===== src/design/otpct_pkg.sv =====
// constants for the customer trim register block
package otpct_pkg;
    localparam int unsigned OTPCT_CLK_HZ = 20_000_000;
    localparam logic [5:0] OTPCT_ADDR = 6'h3E;
    localparam int unsigned OTPCT_FRAME_W = 24;
    localparam logic [1:0] OTPCT_CMD_WRITE = 2'h0;
    localparam logic [1:0] OTPCT_CMD_READ = 2'h1;
    localparam int unsigned OTPCT_OP_HI = 23;
    localparam int unsigned OTPCT_OP_LO = 21;
    localparam int unsigned OTPCT_DEF_HI = 20;
    localparam int unsigned OTPCT_DEF_LO = 13;
    localparam int unsigned OTPCT_DONE_BIT = 12;
    localparam logic [23:0] OTPCT_RESET_VAL = 24'h00_0000;
    localparam logic [2:0] OTPCT_OP_STD = 3'h1;
    localparam logic [2:0] OTPCT_OP_MARGIN = 3'h2;
    localparam logic [2:0] OTPCT_OP_BLANK = 3'h3;
    localparam logic [2:0] OTPCT_OP_BURN = 3'h4;
    localparam logic [2:0] OTPCT_OP_EOT = 3'h7;
    localparam logic [1:0] OTPCT_TH_STD = 2'h0;
    localparam logic [1:0] OTPCT_TH_HIGH = 2'h1;
    localparam logic [1:0] OTPCT_TH_LOW = 2'h2;
    // burn times in nanoseconds
    localparam int unsigned OTPCT_BURN_BASE_NS = 2850;
    localparam int unsigned OTPCT_BURN_BIT_NS = 401000;
    localparam int unsigned OTPCT_EOT_NS = 404000;
    localparam int unsigned OTPCT_NS_PER_CYC = 1_000_000_000 / OTPCT_CLK_HZ;
    localparam int unsigned OTPCT_BURN_BASE_CYC =
        (OTPCT_BURN_BASE_NS + OTPCT_NS_PER_CYC - 1) / OTPCT_NS_PER_CYC;
    localparam int unsigned OTPCT_BURN_BIT_CYC =
        (OTPCT_BURN_BIT_NS + OTPCT_NS_PER_CYC - 1) / OTPCT_NS_PER_CYC;
    localparam int unsigned OTPCT_EOT_CYC =
        (OTPCT_EOT_NS + OTPCT_NS_PER_CYC - 1) / OTPCT_NS_PER_CYC;
    localparam int unsigned OTPCT_CNT_W = 23;
endpackage


===== src/design/otpct_fuse_array.sv =====
// model of the antifuse cells with three read thresholds
`timescale 1ns/1ns
`default_nettype none
module otpct_fuse_array (
    // clock and reset
    input wire logic clk,
    input wire logic rst,
    // burn strobes
    input wire logic burn_word,
    input wire logic [7:0] burn_bits,
    input wire logic burn_done_fuse,
    // read request
    input wire logic [1:0] read_threshold,
    // sensed cells
    output logic [7:0] sense_word,
    output logic sense_done
);
    import otpct_pkg::*;
    typedef struct packed {
        logic [7:0] word;
        logic done;
    } otpct_cells_t;
    otpct_cells_t st, next_st;
    always_comb begin
        next_st = st;
        if (burn_word) begin
            next_st.word = st.word | burn_bits;
        end
        if (burn_done_fuse) begin
            next_st.done = 1'b1;
        end
    end
    always_ff @(posedge clk or posedge rst) begin
        if (rst) begin
            st <= '0;
        end else begin
            st <= next_st;
        end
    end
    // burned cells read 1 at every threshold in this ideal model
    always_comb begin
        sense_word = st.word;
        sense_done = st.done;
        if (read_threshold == OTPCT_TH_HIGH) begin
            sense_word = st.word;
        end
    end
endmodule
`default_nettype wire


===== src/design/otpct_trim.sv =====
// customer trim register, fuse sequencing and power-up defaults
`timescale 1ns/1ns
`default_nettype none
// Function
// - 24-bit frame register, address 0x3E, odd parity
// - burn write accepted only before done
// - opcode bits 23:21 select operation
// - default bits occupy 20 down to 13
// - bit 12 done flag, locks trimming
// - high resistance reads 0, else 1
// - blank check loads bits 20:13, high threshold
// - margin read loads register, low threshold
// - word burn 2.85us plus 401us per bit
// - done fuse burn takes 404us
// - peak select maps to peak current code
// - off select maps to off-time code
module otpct_trim (
    // clock and reset
    input wire logic clk,
    input wire logic rst,
    // decoded frame from the serial link
    input wire logic frame_valid,
    input wire logic [23:0] frame_data,
    // answer frame
    output logic [23:0] read_data,
    output logic read_valid,
    output logic frame_error,
    output logic busy,
    // power-up configuration
    output logic [1:0] high_range_select_1,
    output logic [5:0] peak_current_code_1,
    output logic [3:0] off_time_product_code_1,
    output logic default_single_config_bit,
    output logic default_boost_disable
);
    import otpct_pkg::*;

    typedef enum logic [2:0] {
        OTPCT_ST_BOOT = 3'b000,
        OTPCT_ST_IDLE = 3'b001,
        OTPCT_ST_BURN = 3'b010,
        OTPCT_ST_LOAD = 3'b011
    } otpct_state_t;

    typedef struct packed {
        otpct_state_t state;
        logic [7:0] def_word;
        logic done;
        logic [OTPCT_CNT_W-1:0] cnt;
        logic [1:0] th;
        logic [23:0] read_data;
        logic read_valid;
        logic frame_error;
        logic busy;
        logic [1:0] hr;
        logic [5:0] dac;
        logic [3:0] toff;
        logic ms;
        logic bst;
    } otpct_st_t;

    otpct_st_t st, next_st;
    logic burn_word;
    logic burn_eot;
    logic [7:0] sense_word;
    logic sense_done;

    function automatic logic [5:0] otpct_dac_map(input logic [1:0] sel);
        logic [5:0] r;
        r = 6'h00;
        unique case (sel)
            2'h0: r = 6'h20;
            2'h1: r = 6'h00;
            2'h2: r = 6'h31;
            2'h3: r = 6'h3F;
        endcase
        return r;
    endfunction

    function automatic logic [3:0] otpct_toff_map(input logic [1:0] sel);
        logic [3:0] r;
        r = 4'h0;
        unique case (sel)
            2'h0: r = 4'hF;
            2'h1: r = 4'hB;
            2'h2: r = 4'h5;
            2'h3: r = 4'h0;
        endcase
        return r;
    endfunction

    function automatic logic [4:0] otpct_popcount(input logic [7:0] w);
        logic [4:0] n;
        n = 5'h00;
        for (int i = 0; i < 8; i++) begin
            n = n + {4'h0, w[i]};
        end
        return n;
    endfunction

    // register image: opcode, defaults, done flag, reserved zero, parity
    function automatic logic [23:0] otpct_image(input logic [2:0] op,
                                                input logic [7:0] w,
                                                input logic d);
        logic [23:0] f;
        f = 24'h00_0000;
        f[OTPCT_OP_HI:OTPCT_OP_LO] = op;
        f[OTPCT_DEF_HI:OTPCT_DEF_LO] = w;
        f[OTPCT_DONE_BIT] = d;
        f[0] = ~(^f[23:1]);
        return f;
    endfunction

    logic [1:0] f_cmd;
    logic [5:0] f_addr;
    logic [2:0] f_op;
    logic [7:0] f_word;
    logic f_par_ok;
    assign f_cmd = frame_data[23:22];
    assign f_addr = frame_data[21:16];
    // payload after the 8-bit header carries opcode and defaults
    assign f_op = frame_data[15:13];
    assign f_word = frame_data[12:5];
    assign f_par_ok = ^frame_data;

    otpct_fuse_array u_fuses (
        .clk(clk),
        .rst(rst),
        .burn_word(burn_word),
        .burn_bits(st.def_word),
        .burn_done_fuse(burn_eot),
        .read_threshold(st.th),
        .sense_word(sense_word),
        .sense_done(sense_done)
    );

    // fuse writes fire on the final cycle of the burn time
    assign burn_word = (st.state == OTPCT_ST_BURN) && (st.cnt == '0) && (st.th == OTPCT_TH_STD);
    assign burn_eot = (st.state == OTPCT_ST_BURN) && (st.cnt == '0) && (st.th == OTPCT_TH_LOW);

    always_comb begin
        next_st = st;
        next_st.read_valid = 1'b0;
        next_st.frame_error = 1'b0;
        unique case (st.state)
            OTPCT_ST_BOOT: begin
                // latch burned cells as power-up defaults
                next_st.def_word = sense_word;
                next_st.done = sense_done;
                next_st.hr = sense_word[7:6];
                next_st.dac = otpct_dac_map(sense_word[5:4]);
                next_st.toff = otpct_toff_map(sense_word[3:2]);
                next_st.ms = sense_word[1];
                next_st.bst = sense_word[0];
                next_st.state = OTPCT_ST_IDLE;
            end
            OTPCT_ST_IDLE: begin
                if (frame_valid && f_addr == OTPCT_ADDR) begin
                    if (!f_par_ok) begin
                        next_st.frame_error = 1'b1;
                    end else if (f_cmd == OTPCT_CMD_READ) begin
                        next_st.read_data = otpct_image(3'h0, st.def_word, st.done);
                        next_st.read_valid = 1'b1;
                    end else if (f_cmd == OTPCT_CMD_WRITE) begin
                        unique case (f_op)
                            OTPCT_OP_BURN: begin
                                if (!st.done) begin
                                    next_st.def_word = f_word;
                                    next_st.th = OTPCT_TH_STD;
                                    next_st.cnt = OTPCT_CNT_W'(OTPCT_BURN_BASE_CYC
                                        + OTPCT_BURN_BIT_CYC * otpct_popcount(f_word) - 1);
                                    next_st.busy = 1'b1;
                                    next_st.state = OTPCT_ST_BURN;
                                end else begin
                                    next_st.frame_error = 1'b1;
                                end
                            end
                            OTPCT_OP_EOT: begin
                                // repeat issues re-burn the done fuse, so no lock here
                                next_st.th = OTPCT_TH_LOW;
                                next_st.cnt = OTPCT_CNT_W'(OTPCT_EOT_CYC - 1);
                                next_st.busy = 1'b1;
                                next_st.state = OTPCT_ST_BURN;
                            end
                            OTPCT_OP_BLANK: begin
                                next_st.th = OTPCT_TH_HIGH;
                                next_st.state = OTPCT_ST_LOAD;
                            end
                            OTPCT_OP_MARGIN: begin
                                next_st.th = OTPCT_TH_LOW;
                                next_st.state = OTPCT_ST_LOAD;
                            end
                            OTPCT_OP_STD: begin
                                next_st.th = OTPCT_TH_STD;
                                next_st.state = OTPCT_ST_LOAD;
                            end
                            default: begin
                                next_st.frame_error = 1'b1;
                            end
                        endcase
                    end else begin
                        next_st.frame_error = 1'b1;
                    end
                end
            end
            OTPCT_ST_BURN: begin
                if (st.cnt == '0) begin
                    next_st.busy = 1'b0;
                    next_st.th = OTPCT_TH_STD;
                    next_st.state = OTPCT_ST_LOAD;
                end else begin
                    next_st.cnt = st.cnt - 1'b1;
                end
            end
            OTPCT_ST_LOAD: begin
                // load sensed cells into the register image
                next_st.def_word = sense_word;
                next_st.done = sense_done;
                next_st.state = OTPCT_ST_IDLE;
            end
            default: begin
                next_st.state = OTPCT_ST_IDLE;
            end
        endcase
    end

    always_ff @(posedge clk or posedge rst) begin
        if (rst) begin
            st <= '0;
            st.state <= OTPCT_ST_BOOT;
            st.dac <= 6'h20;
            st.toff <= 4'hF;
        end else begin
            st <= next_st;
        end
    end

    assign read_data = st.read_data;
    assign read_valid = st.read_valid;
    assign frame_error = st.frame_error;
    assign busy = st.busy;
    assign high_range_select_1 = st.hr;
    assign peak_current_code_1 = st.dac;
    assign off_time_product_code_1 = st.toff;
    assign default_single_config_bit = st.ms;
    assign default_boost_disable = st.bst;

    chk_read_parity: assert property (@(posedge clk) disable iff (rst)
        read_valid |-> (^read_data) == 1'b1)
        else $error("read frame parity not odd");
    chk_reserved_zero: assert property (@(posedge clk) disable iff (rst)
        read_valid |-> read_data[11:1] == 11'h000)
        else $error("reserved bits not zero");
    chk_locked_burn: assert property (@(posedge clk) disable iff (rst)
        (st.state == OTPCT_ST_IDLE && st.done && frame_valid && f_op == OTPCT_OP_BURN)
        |=> !busy)
        else $error("burn started after trim done");
    chk_eot_time: assert property (@(posedge clk) disable iff (rst)
        $rose(busy) && st.th == OTPCT_TH_LOW |-> st.cnt == OTPCT_CNT_W'(OTPCT_EOT_CYC - 1))
        else $error("done fuse burn time wrong");
    chk_burn_time: assert property (@(posedge clk) disable iff (rst)
        $rose(busy) && st.th == OTPCT_TH_STD |-> st.cnt == OTPCT_CNT_W'(OTPCT_BURN_BASE_CYC
        + OTPCT_BURN_BIT_CYC * otpct_popcount(st.def_word) - 1))
        else $error("word burn time wrong");
    chk_dac_map: assert property (@(posedge clk) disable iff (rst)
        $past(st.state) == OTPCT_ST_BOOT |-> peak_current_code_1
        == otpct_dac_map(st.def_word[5:4]))
        else $error("peak code mapping wrong");
    chk_toff_map: assert property (@(posedge clk) disable iff (rst)
        $past(st.state) == OTPCT_ST_BOOT |-> off_time_product_code_1
        == otpct_toff_map(st.def_word[3:2]))
        else $error("off code mapping wrong");
    chk_load_after: assert property (@(posedge clk) disable iff (rst)
        st.state == OTPCT_ST_LOAD |=> st.def_word == $past(sense_word))
        else $error("read result not loaded");
endmodule
`default_nettype wire


===== config.mk =====
export PLATFORM = sky130hd
export DESIGN_NAME = otpct_trim
export DESIGN_NICKNAME = d
export VERILOG_FILES = /design/src/design/otpct_pkg.sv /design/src/design/otpct_fuse_array.sv /design/src/design/otpct_trim.sv
export SDC_FILE = /design/constraint.sdc
export NUM_CORES = 1
export LEC_CHECK = 0
export BUFFER_PORTS_ARGS = -buffer_cell sky130_fd_sc_hd__buf_2
export CAP_MARGIN = 20
export CORE_ASPECT_RATIO = 0.7
export CORE_MARGIN = 4
export CORE_UTILIZATION = 59
export DETAILED_ROUTE_END_ITERATION = 10
export GPL_TIMING_DRIVEN = 0
export HOLD_SLACK_MARGIN = 0.12
export PLACE_DENSITY = 0.81
export SYNTH_ARGS = -nofsm -noshare
export SYNTH_HDL_FRONTEND = slang
export SYNTH_SLANG_ARGS = --single-unit

===== constraint.sdc =====
create_clock -name clk -period 3.15 [get_ports clk]
set_input_delay 0.63 -clock clk [delete_from_list [all_inputs] [get_ports clk]]
set_output_delay 0.63 -clock clk [all_outputs]
set_load 0.02 [all_outputs]

Yosys cells after proc, flatten, opt, wreduce, memory -nomap -nowiden
Index checks and enable logic that the tools add are counted.
Word-level totals
  flip-flop bits (word level): 73
  input port bits: 27
  output and inout port bits: 41
  word-level logic and storage cells: 117
Cells by class
  add/sub/neg operators: 10
  multiply operators: 1
  equal/unequal tests: 29
  multiplexer cells: 35
  bitwise gates (word level): 2
  reduce and logical (&&, ||, !) cells: 24
Operators by type and width (number)
  $mux 25: 3
  $mux 11: 5
  $mux 52: 1
  $mux 50: 1
  $pmux 25 s2: 1
  $pmux 23 s2: 1
  $pmux 6 s4: 1
  $reduce_and 8->1: 3
  $reduce_xor 24->1: 1
  $logic_not 23->1: 1
  $mux 23: 1
  $reduce_xor 23->1: 1
  $sub 23x1->23 const B: 1
  $mux 22: 1
  $sub 19x1->20 const B: 1
  $add 6x18->19 const A: 1
  $mul 11x5->16 const A: 1
  $pmux 4 s4: 1
  $pmux 8 s2: 1
  $add 5x1->5: 3
  $reduce_and 7->1: 2
  $eq 3x2->1 const B: 4
  $ne 2x2->1 const B: 6
  $eq 2x2->1 const B: 5
  31 further kinds: 54

Longest topological paths before layout
Gate-level depths: netlist (run 1).
  depth after elaboration: 17
  gate-level depth with buffers: 25
  depth with buffers taken out: 25

Cells and area by module
From an unflattened synthesis (run 1), not the netlist that was laid out.
Unflattened totals
  cell total of the unflattened synthesis: 566
  area, all modules: 5200.0 um2
By module, submodules not included
  otpct_trim: times used 1, cells each 546, area an instance 4893.4 um2, sequential area each 1481.4 um2
  otpct_fuse_array: times used 1, cells each 20, area an instance 306.5 um2, sequential area each 225.2 um2

Least setup slack after synthesis (run 1)
No wires, ideal clock.
  path kind: input to register
  start point: in frame_data[5]
  end point: reg st[60] in the netlist's numbering
  library setup time: 128 ps
  arrival: 6286 ps
  data required time: 3022 ps
  setup slack: -3264 ps
  cell stages on the path: 25
  path buffers: 0
  path through: inv_1 -> fa_1 -> fa_1 -> fa_1 -> inv_1 -> ha_1 -> inv_1 -> fa_1 -> xnor2_1 -> inv_1 -> ha_1 -> inv_1 -> ha_1 -> inv_1 -> fa_1 -> inv_1 -> ha_1 -> a21o_1 -> a211o_1 -> a221oi_1 -> o211a_1 -> and2_1 -> nand2_1 -> o311a_1 -> nand3b_1
On the way
  word-level cells in the longest chain between the ends: 17
  elaborated cells between the ends (all ways): 20
  classes of those cells: add/sub: 9; mul: 1; eq/ne: 1; mux: 7; reduce/logical: 2
RTL lines
  start, declared: line otpct_trim.sv:23  | input wire logic [23:0] frame_data,
  $add 1x1->2: line otpct_trim.sv:96  | n = n + {4'h0, w[i]};
  $add 2x1->3: line otpct_trim.sv:96
  $add 3x1->4: line otpct_trim.sv:96
  $add 4x1->5: line otpct_trim.sv:96
  $add 5x1->5 (3 in a row): line otpct_trim.sv:96
  $mul 11x5->16: line otpct_trim.sv:171  | + OTPCT_BURN_BIT_CYC * otpct_popcount(f_word) - 1);
  $add 6x18->19: line otpct_trim.sv:171
  $sub 19x1->20: line otpct_trim.sv:171
  $mux 25: line otpct_trim.sv:167  | if (!st.done) begin
  $pmux 23 s2: line otpct_trim.sv:165  | unique case (f_op)
  $mux 25: line otpct_trim.sv:164  | end else if (f_cmd == OTPCT_CMD_WRITE) begin
  $mux 25: line otpct_trim.sv:161  | end else if (f_cmd == OTPCT_CMD_READ) begin
  $mux 50: line otpct_trim.sv:159  | if (!f_par_ok) begin
  $mux 52: line otpct_trim.sv:158  | if (frame_valid && f_addr == OTPCT_ADDR) begin
  $pmux 25 s2: line otpct_trim.sv:145  | unique case (st.state)
  end signal, assigned: line otpct_trim.sv:234  | st <= next_st;
  end, declared: line otpct_trim.sv:62  | otpct_st_t st, next_st;
Parallel ways exist; a longest one is shown, timed or not. The select of a mux whose other input is x is not followed.
A chain may end at the register's enable or synchronous reset.

Final worst setup path (run 1)
  start point: in frame_data[6]
  end point: reg st[60] in the netlist's numbering
The elaborated chain is that of the path after synthesis.

==> results.py, run 1 <==
metrics = {
    "run_status": {
        "status": "finished with violations",
        "violations": "setup timing",
    },
    "drt": {
        "dr.first_iter.drc_count": 649,
        "firstDrtPassIters": 5,
        "vias_per_cell": 6.00,
        "route.detailed.drc": 0,
        "dr_total_vias": 4765,
        "totalWireLength_um": 15000,
        "wl_per_cell_um": 18.9,
        "drtAntennaViolNets": 0,
    },
    "worst_setup_path": {
        "rr_worst_depth": 7,
        "worst_setup_path_start_kind": "input pin",
        "cp.arrival_ps": 6190,
        "end_kind": "flip-flop",
        "rr_endpoint": "u_fuses.sense_word[6]",
        "r2r_start": "st[45]",
        "r2r_slack_ps": 310,
        "critical_path.max_fanout": 4,
        "critPathKind": "in -> reg",
        "worstPathRequired_ps": 3370,
    },
    "cells_and_area": {
        "final_cell_mix": "64 x dfrtp_1, 60 x buf_4, 50 x buf_2",
        "drive_above_1_share": 0.349,
        "nets": 739,
        "final_area_sq_um": 6670,
        "syn_to_final_growth_pct": 28.8,
        "final_common_cell": "dfrtp_1",
        "diodes": 0,
        "num-fill-cells": 536,
    },
    "timing": {
        "final.min_clock_period_ps": 5960,
        "fin_tns_setup_ps": -31050,
        "slew_violations": 0,
        "finalWorstSetupSlack_ps": -2810,
        "maxSlewHeadroom": 0.441,
        "finClkSkew_ps": 8.04,
        "hold_ws_ps": 456,
        "final-setup-viol-count": 16,
        "post-route-period-util": 1.89,
        "tightest_slew_ps": 839,
        "fmax_mhz": 168,
        "rsz0062_at_grt": "true",
        "hold_viol": 0,
    },
    "die": {
        "start_util": 0.608,
        "io_pins": 68,
        "die_h_um": 86.4,
        "num_rows": 28,
        "dieWidth_um": 120,
        "die_area_sq_um": 10400,
        "core_sq_um": 8510,
    },
    "yosys": {
        "yosysWarnings": 0,
        "ys_top_cells_by_area": "dfrtp_1 31%, ha_1 8.5%, xnor2_1 5.4%",
        "mappedNetlistArea_sq_um": 5180,
        "synth_fa_ha_area_frac": 0.112,
        "yosys_register_bits": 68,
        "synth_top_family_by_area": "compound AO/OA/AOI/OAI gates",
        "synthCells": 565,
        "synth_top_area_share": 0.309,
        "synth_edf_count": 0,
        "ys_seq_area_frac": 0.330,
        "netlist-cell-type-count": 67,
        "synth_simple_gate_area_share": 0.128,
        "synthFlopType": "dfrtp_1",
        "yosysTopAreaCell": "dfrtp_1",
        "synthMuxAreaShare": 0.0643,
        "synth_compound_area_frac": 0.176,
        "ys_async_sr_fraction": 1.00,
        "syn_avg_cell_area_sq_um": 9.16,
        "synth_xor_area_frac": 0.0856,
    },
    "global_route": {
        "grt_max_degree": 69,
        "grt_pass1_wl_um": 23400,
        "grt_pass1_vias": 4721,
        "grt_antenna_before_repair": 0,
        "grt.overflow.total": 0,
        "grt_use_total": 0.285,
    },
    "placement": {
        "place_congestion": 0.895,
        "dpl.hpwl_um": 9770,
        "io_buffers": 53,
        "postPlaceCellArea_sq_um": 5850,
        "place_ws_ps": -3490,
    },
    "clocking": {
        "cts_tree": "done",
        "cts_hold_buf": 0,
        "cts_buffer_depth": 2,
        "clock-sinks": 68,
        "clk_pin_slew_ps": 60,
        "numCtsBuffers": 9,
        "cts.htree.levels": 3,
        "clkLatencyLatePin_ps": 340,
        "clockRootBuffer": "clkbuf_16",
    },
    "job": {
        "drv_cap": 0,
    },
    "worst_hold_path": {
        "hold_class": "in -> async",
    },
}
[worst max path at each step]
stage                         to  depth (start not counted)     startpoint  slack, ps
after floorplan           st[60]                         25  frame_data[8]      -2900
after global placement    st[60]                         23  frame_data[8]      -3390
after detailed placement  st[60]                         23  frame_data[8]      -3490
after CTS                 st[60]                         24  frame_data[6]      -2700
after global routing      st[60]                         26  frame_data[6]      -2980
final                     st[60]                         24  frame_data[6]      -2810
[metal layers]
metal  track usage  routed length, um
met5             0                  0
met4        0.0956                562
met3        0.0587               1090
met2         0.473               6940
met1         0.378               6450
[registers in the layout, summed over array words and instances (netlist names), 2 cells and up]
register,count
high_range_select_1,2
off_time_product_code_1,3
peak_current_code_1,3
read_data,10
st,36
u_fuses.sense_word,8
[logic make-up after synthesis]
family,count (synthesis)
AOI/OAI and AO/OA,141
and+or+nand+nor,130
buffers and inverters,107
DFF,68
xor gates and xnor gates,45
adders and majority gates,42
muxes,31
other,1
[cells in the mapped netlist (11+ instances only)]
library cell,number
a21o_1,20
a21oi_1,26
buf_4,36
clkbuf_1,12
dfrtp_1,64
ha_1,35
inv_1,56
mux2_2,18
mux2i_1,13
nand2_1,33
nand3_1,11
nor2_1,29
nor3_1,14
o21ai_0,42
xnor2_1,32
[critical path, cell delays in order]
cell	delay (ps)
buf_8	80
inv_4	30
fa_1	550
fa_1	440
fa_1	440
inv_1	80
ha_2	190
inv_2	40
fa_2	390
xnor2_4	250
ha_4	240
ha_1	270
inv_1	50
fa_1	500
inv_2	50
ha_4	260
and2_1	200
o21a_2	250
a211o_1	310
a311o_1	360
a31oi_1	190
nor4_1	80
o311a_1	160
nand3b_1	150
[cell type report]
type                            instances  area, sq um  share of cell area
Buffer                                 51          334              0.0501
Clock buffer                           11          243              0.0364
Clock inverter                          4         73.8              0.0111
Inverter                               56          230              0.0345
Multi-Input combinational cell        403         3400               0.510
Sequential cell                        68         1710               0.256
Tap cell                              120          150              0.0225
Timing Repair Buffer                   81          526              0.0788
[through the flow]
stage / instances / utilization
after floorplan: 578 / -
after global placement: 751 / 0.687
after detailed placement: 751 / 0.687
after CTS: 785 / 0.760
after global routing: 794 / 0.783
final: 794 / 0.783
[timing repair]
action / CTS / global route
pin swaps: 22 / 18
setup buffers: 19 / 10
resized for setup: 39 / 29
setup endpoints to repair: 23 / 29
Power of run 1 is left out: the tool's default activity adds up to more than one toggle a clock period on the data nets, which glitch-free logic cannot reach.
==> run 2, diff against run 1 <==
--- a/config.mk
+++ b/config.mk
@@ -7,13 +7,16 @@
 export LEC_CHECK = 0
 export BUFFER_PORTS_ARGS = -buffer_cell sky130_fd_sc_hd__buf_2
 export CAP_MARGIN = 20
+export CELL_PAD_IN_SITES_DETAIL_PLACEMENT = 0
+export CELL_PAD_IN_SITES_GLOBAL_PLACEMENT = 1
 export CORE_ASPECT_RATIO = 0.7
 export CORE_MARGIN = 4
-export CORE_UTILIZATION = 59
+export CORE_UTILIZATION = 45
 export DETAILED_ROUTE_END_ITERATION = 10
+export GPL_ROUTABILITY_DRIVEN = 1
 export GPL_TIMING_DRIVEN = 0
 export HOLD_SLACK_MARGIN = 0.12
-export PLACE_DENSITY = 0.81
+export PLACE_DENSITY_LB_ADDON = 0.1
 export SYNTH_ARGS = -nofsm -noshare
 export SYNTH_HDL_FRONTEND = slang
 export SYNTH_SLANG_ARGS = --single-unit
==> constraint.sdc (replaced) <==
create_clock -name clk -period 6.5 [get_ports clk]
set_input_delay 1.3 -clock clk [delete_from_list [all_inputs] [get_ports clk]]
set_output_delay 1.3 -clock clk [all_outputs]
set_load 0.02 [all_outputs]
==> run 2 against run 1 <==
Compared with the run above: flip-flop and latch count stayed put; via count is 7.6% lower; the run still ends with setup timing left; critical path type unchanged; clock skew is 1.2 ps higher; global-route usage is 8.1 points lower.
==> results.py, run 2 (synthesis gave the netlist of run 1 again) <==
metrics = {
    "run_status": {
        "status": "finished with violations",
        "violations": "setup timing",
    },
    "global_route": {
        "grt_antenna_before_repair": 0,
        "grt_max_degree": 69,
        "grt_pass1_vias": 4305,
        "grt.overflow.total": 0,
        "grt_pass1_wl_um": 21800,
        "grt_use_total": 0.205,
    },
    "timing": {
        "hold_ws_ps": 452,
        "finClkSkew_ps": 9.25,
        "post-route-period-util": 1.03,
        "hold_viol": 0,
        "final-setup-viol-count": 4,
        "rsz0062_at_grt": "true",
        "slew_violations": 0,
        "finalWorstSetupSlack_ps": -187,
        "fmax_mhz": 150,
        "final.min_clock_period_ps": 6690,
        "maxSlewHeadroom": 0.428,
        "fin_tns_setup_ps": -471,
        "tightest_slew_ps": 858,
    },
    "worst_setup_path": {
        "crit_slowest_cell": "fa_1",
        "worstPathRequired_ps": 6710,
        "critPathKind": "in -> reg",
        "end_kind": "flip-flop",
        "cp.arrival_ps": 6900,
        "worst_setup_path_start_kind": "input pin",
        "critical_path.max_fanout": 4,
        "crit_path_max_incr_delay_ps": 550,
    },
    "cells_and_area": {
        "final_common_cell": "dfrtp_1",
        "syn_to_final_growth_pct": 26.0,
        "largest_register_ffs": 36,
        "diodes": 0,
        "final_cell_mix": "64 x dfrtp_1, 60 x buf_4, 51 x buf_2",
        "nets": 736,
        "drive_above_1_share": 0.311,
        "top_register": "st",
    },
    "drt": {
        "route.detailed.drc": 0,
        "totalWireLength_um": 13400,
        "drtAntennaViolNets": 0,
        "wl_per_cell_um": 16.2,
        "vias_per_cell": 5.34,
        "dr_total_vias": 4403,
        "dr.first_iter.drc_count": 270,
        "firstDrtPassIters": 8,
    },
    "placement": {
        "dpl.hpwl_um": 9650,
        "io_buffers": 53,
        "place_congestion": 0.842,
    },
    "die": {
        "dieWidth_um": 136,
        "start_util": 0.465,
        "die_area_sq_um": 13300,
        "die_h_um": 97.7,
        "core_sq_um": 11100,
        "io_pins": 68,
        "num_rows": 32,
    },
    "clocking": {
        "numCtsBuffers": 9,
        "clkLatencyLatePin_ps": 330,
        "cts_tree": "done",
        "cts_buffer_depth": 2,
        "clk_pin_slew_ps": 60,
        "cts_hold_buf": 0,
        "cts.htree.levels": 3,
        "clockRootBuffer": "clkbuf_16",
        "clock-sinks": 68,
    },
    "worst_hold_path": {
        "hold_class": "reg -> reg",
    },
    "job": {
        "drv_cap": 0,
    },
}
-- run 2: timing repair --
action,4_1_cts,5_1_grt
pin swaps,23,13
resized for setup,22,19
buffers inserted,20,5
setup endpoints to repair,7,8
-- run 2: worst max-delay path, delay by kind of cell --
kind | cells | cell delay (ps)
and+or+nand+nor | 3 | 370
AOI/OAI and AO/OA | 5 | 1390
xor gates and xnor gates | 1 | 290
buffers and inverters | 8 | 450
adders and majority gates | 9 | 3080
-- run 2: worst paths after layout --
check                                   start                 end  slack (ps)  cells after the start
max                             frame_data[6]              st[60]        -190                     26
max reg2reg                            st[52]              st[63]        3620                      9
min reg2reg                u_fuses.sense_done  u_fuses.sense_done         450                      2
max in group asynchronous                 rst              st[50]        4790                      2
min in group asynchronous                 rst              st[75]        1150                      2
min                        u_fuses.sense_done  u_fuses.sense_done         450                      2
-- run 2: routing by layer --
metal  share of wire  vias to the layer above  wire, um  GRT usage
li1                -                     2129         -          -
met1            0.51                     2102      6790      0.313
met2            0.43                      156      5720      0.293
met3           0.054                       16       722     0.0391
met4           0.013                        0       168     0.0612
met5               0                        -         0          0
-- run 2: metrics by stage --
stage,std cells,setup slack [ps],instance area [sq um],utilization
global route,825,-378,6520,0.586
finish,825,-187,6520,0.586
global placement,784,-776,5790,0.520
CTS,820,-149,6390,0.574
floorplan,578,-223,5330,-
detailed placement,784,-803,5790,0.520
-- run 2: cell type report --
cell class,instances,area (sq um)
fillers,1007,4610
multi-input cells,403,3230
flip-flops and latches,68,1710
repair buffers,78,479
plain buffers,51,328
clock buffers,11,253
inverters,56,228
well taps,153,191
clock inverters,5,106
Power of run 2 is left out for the same reason.
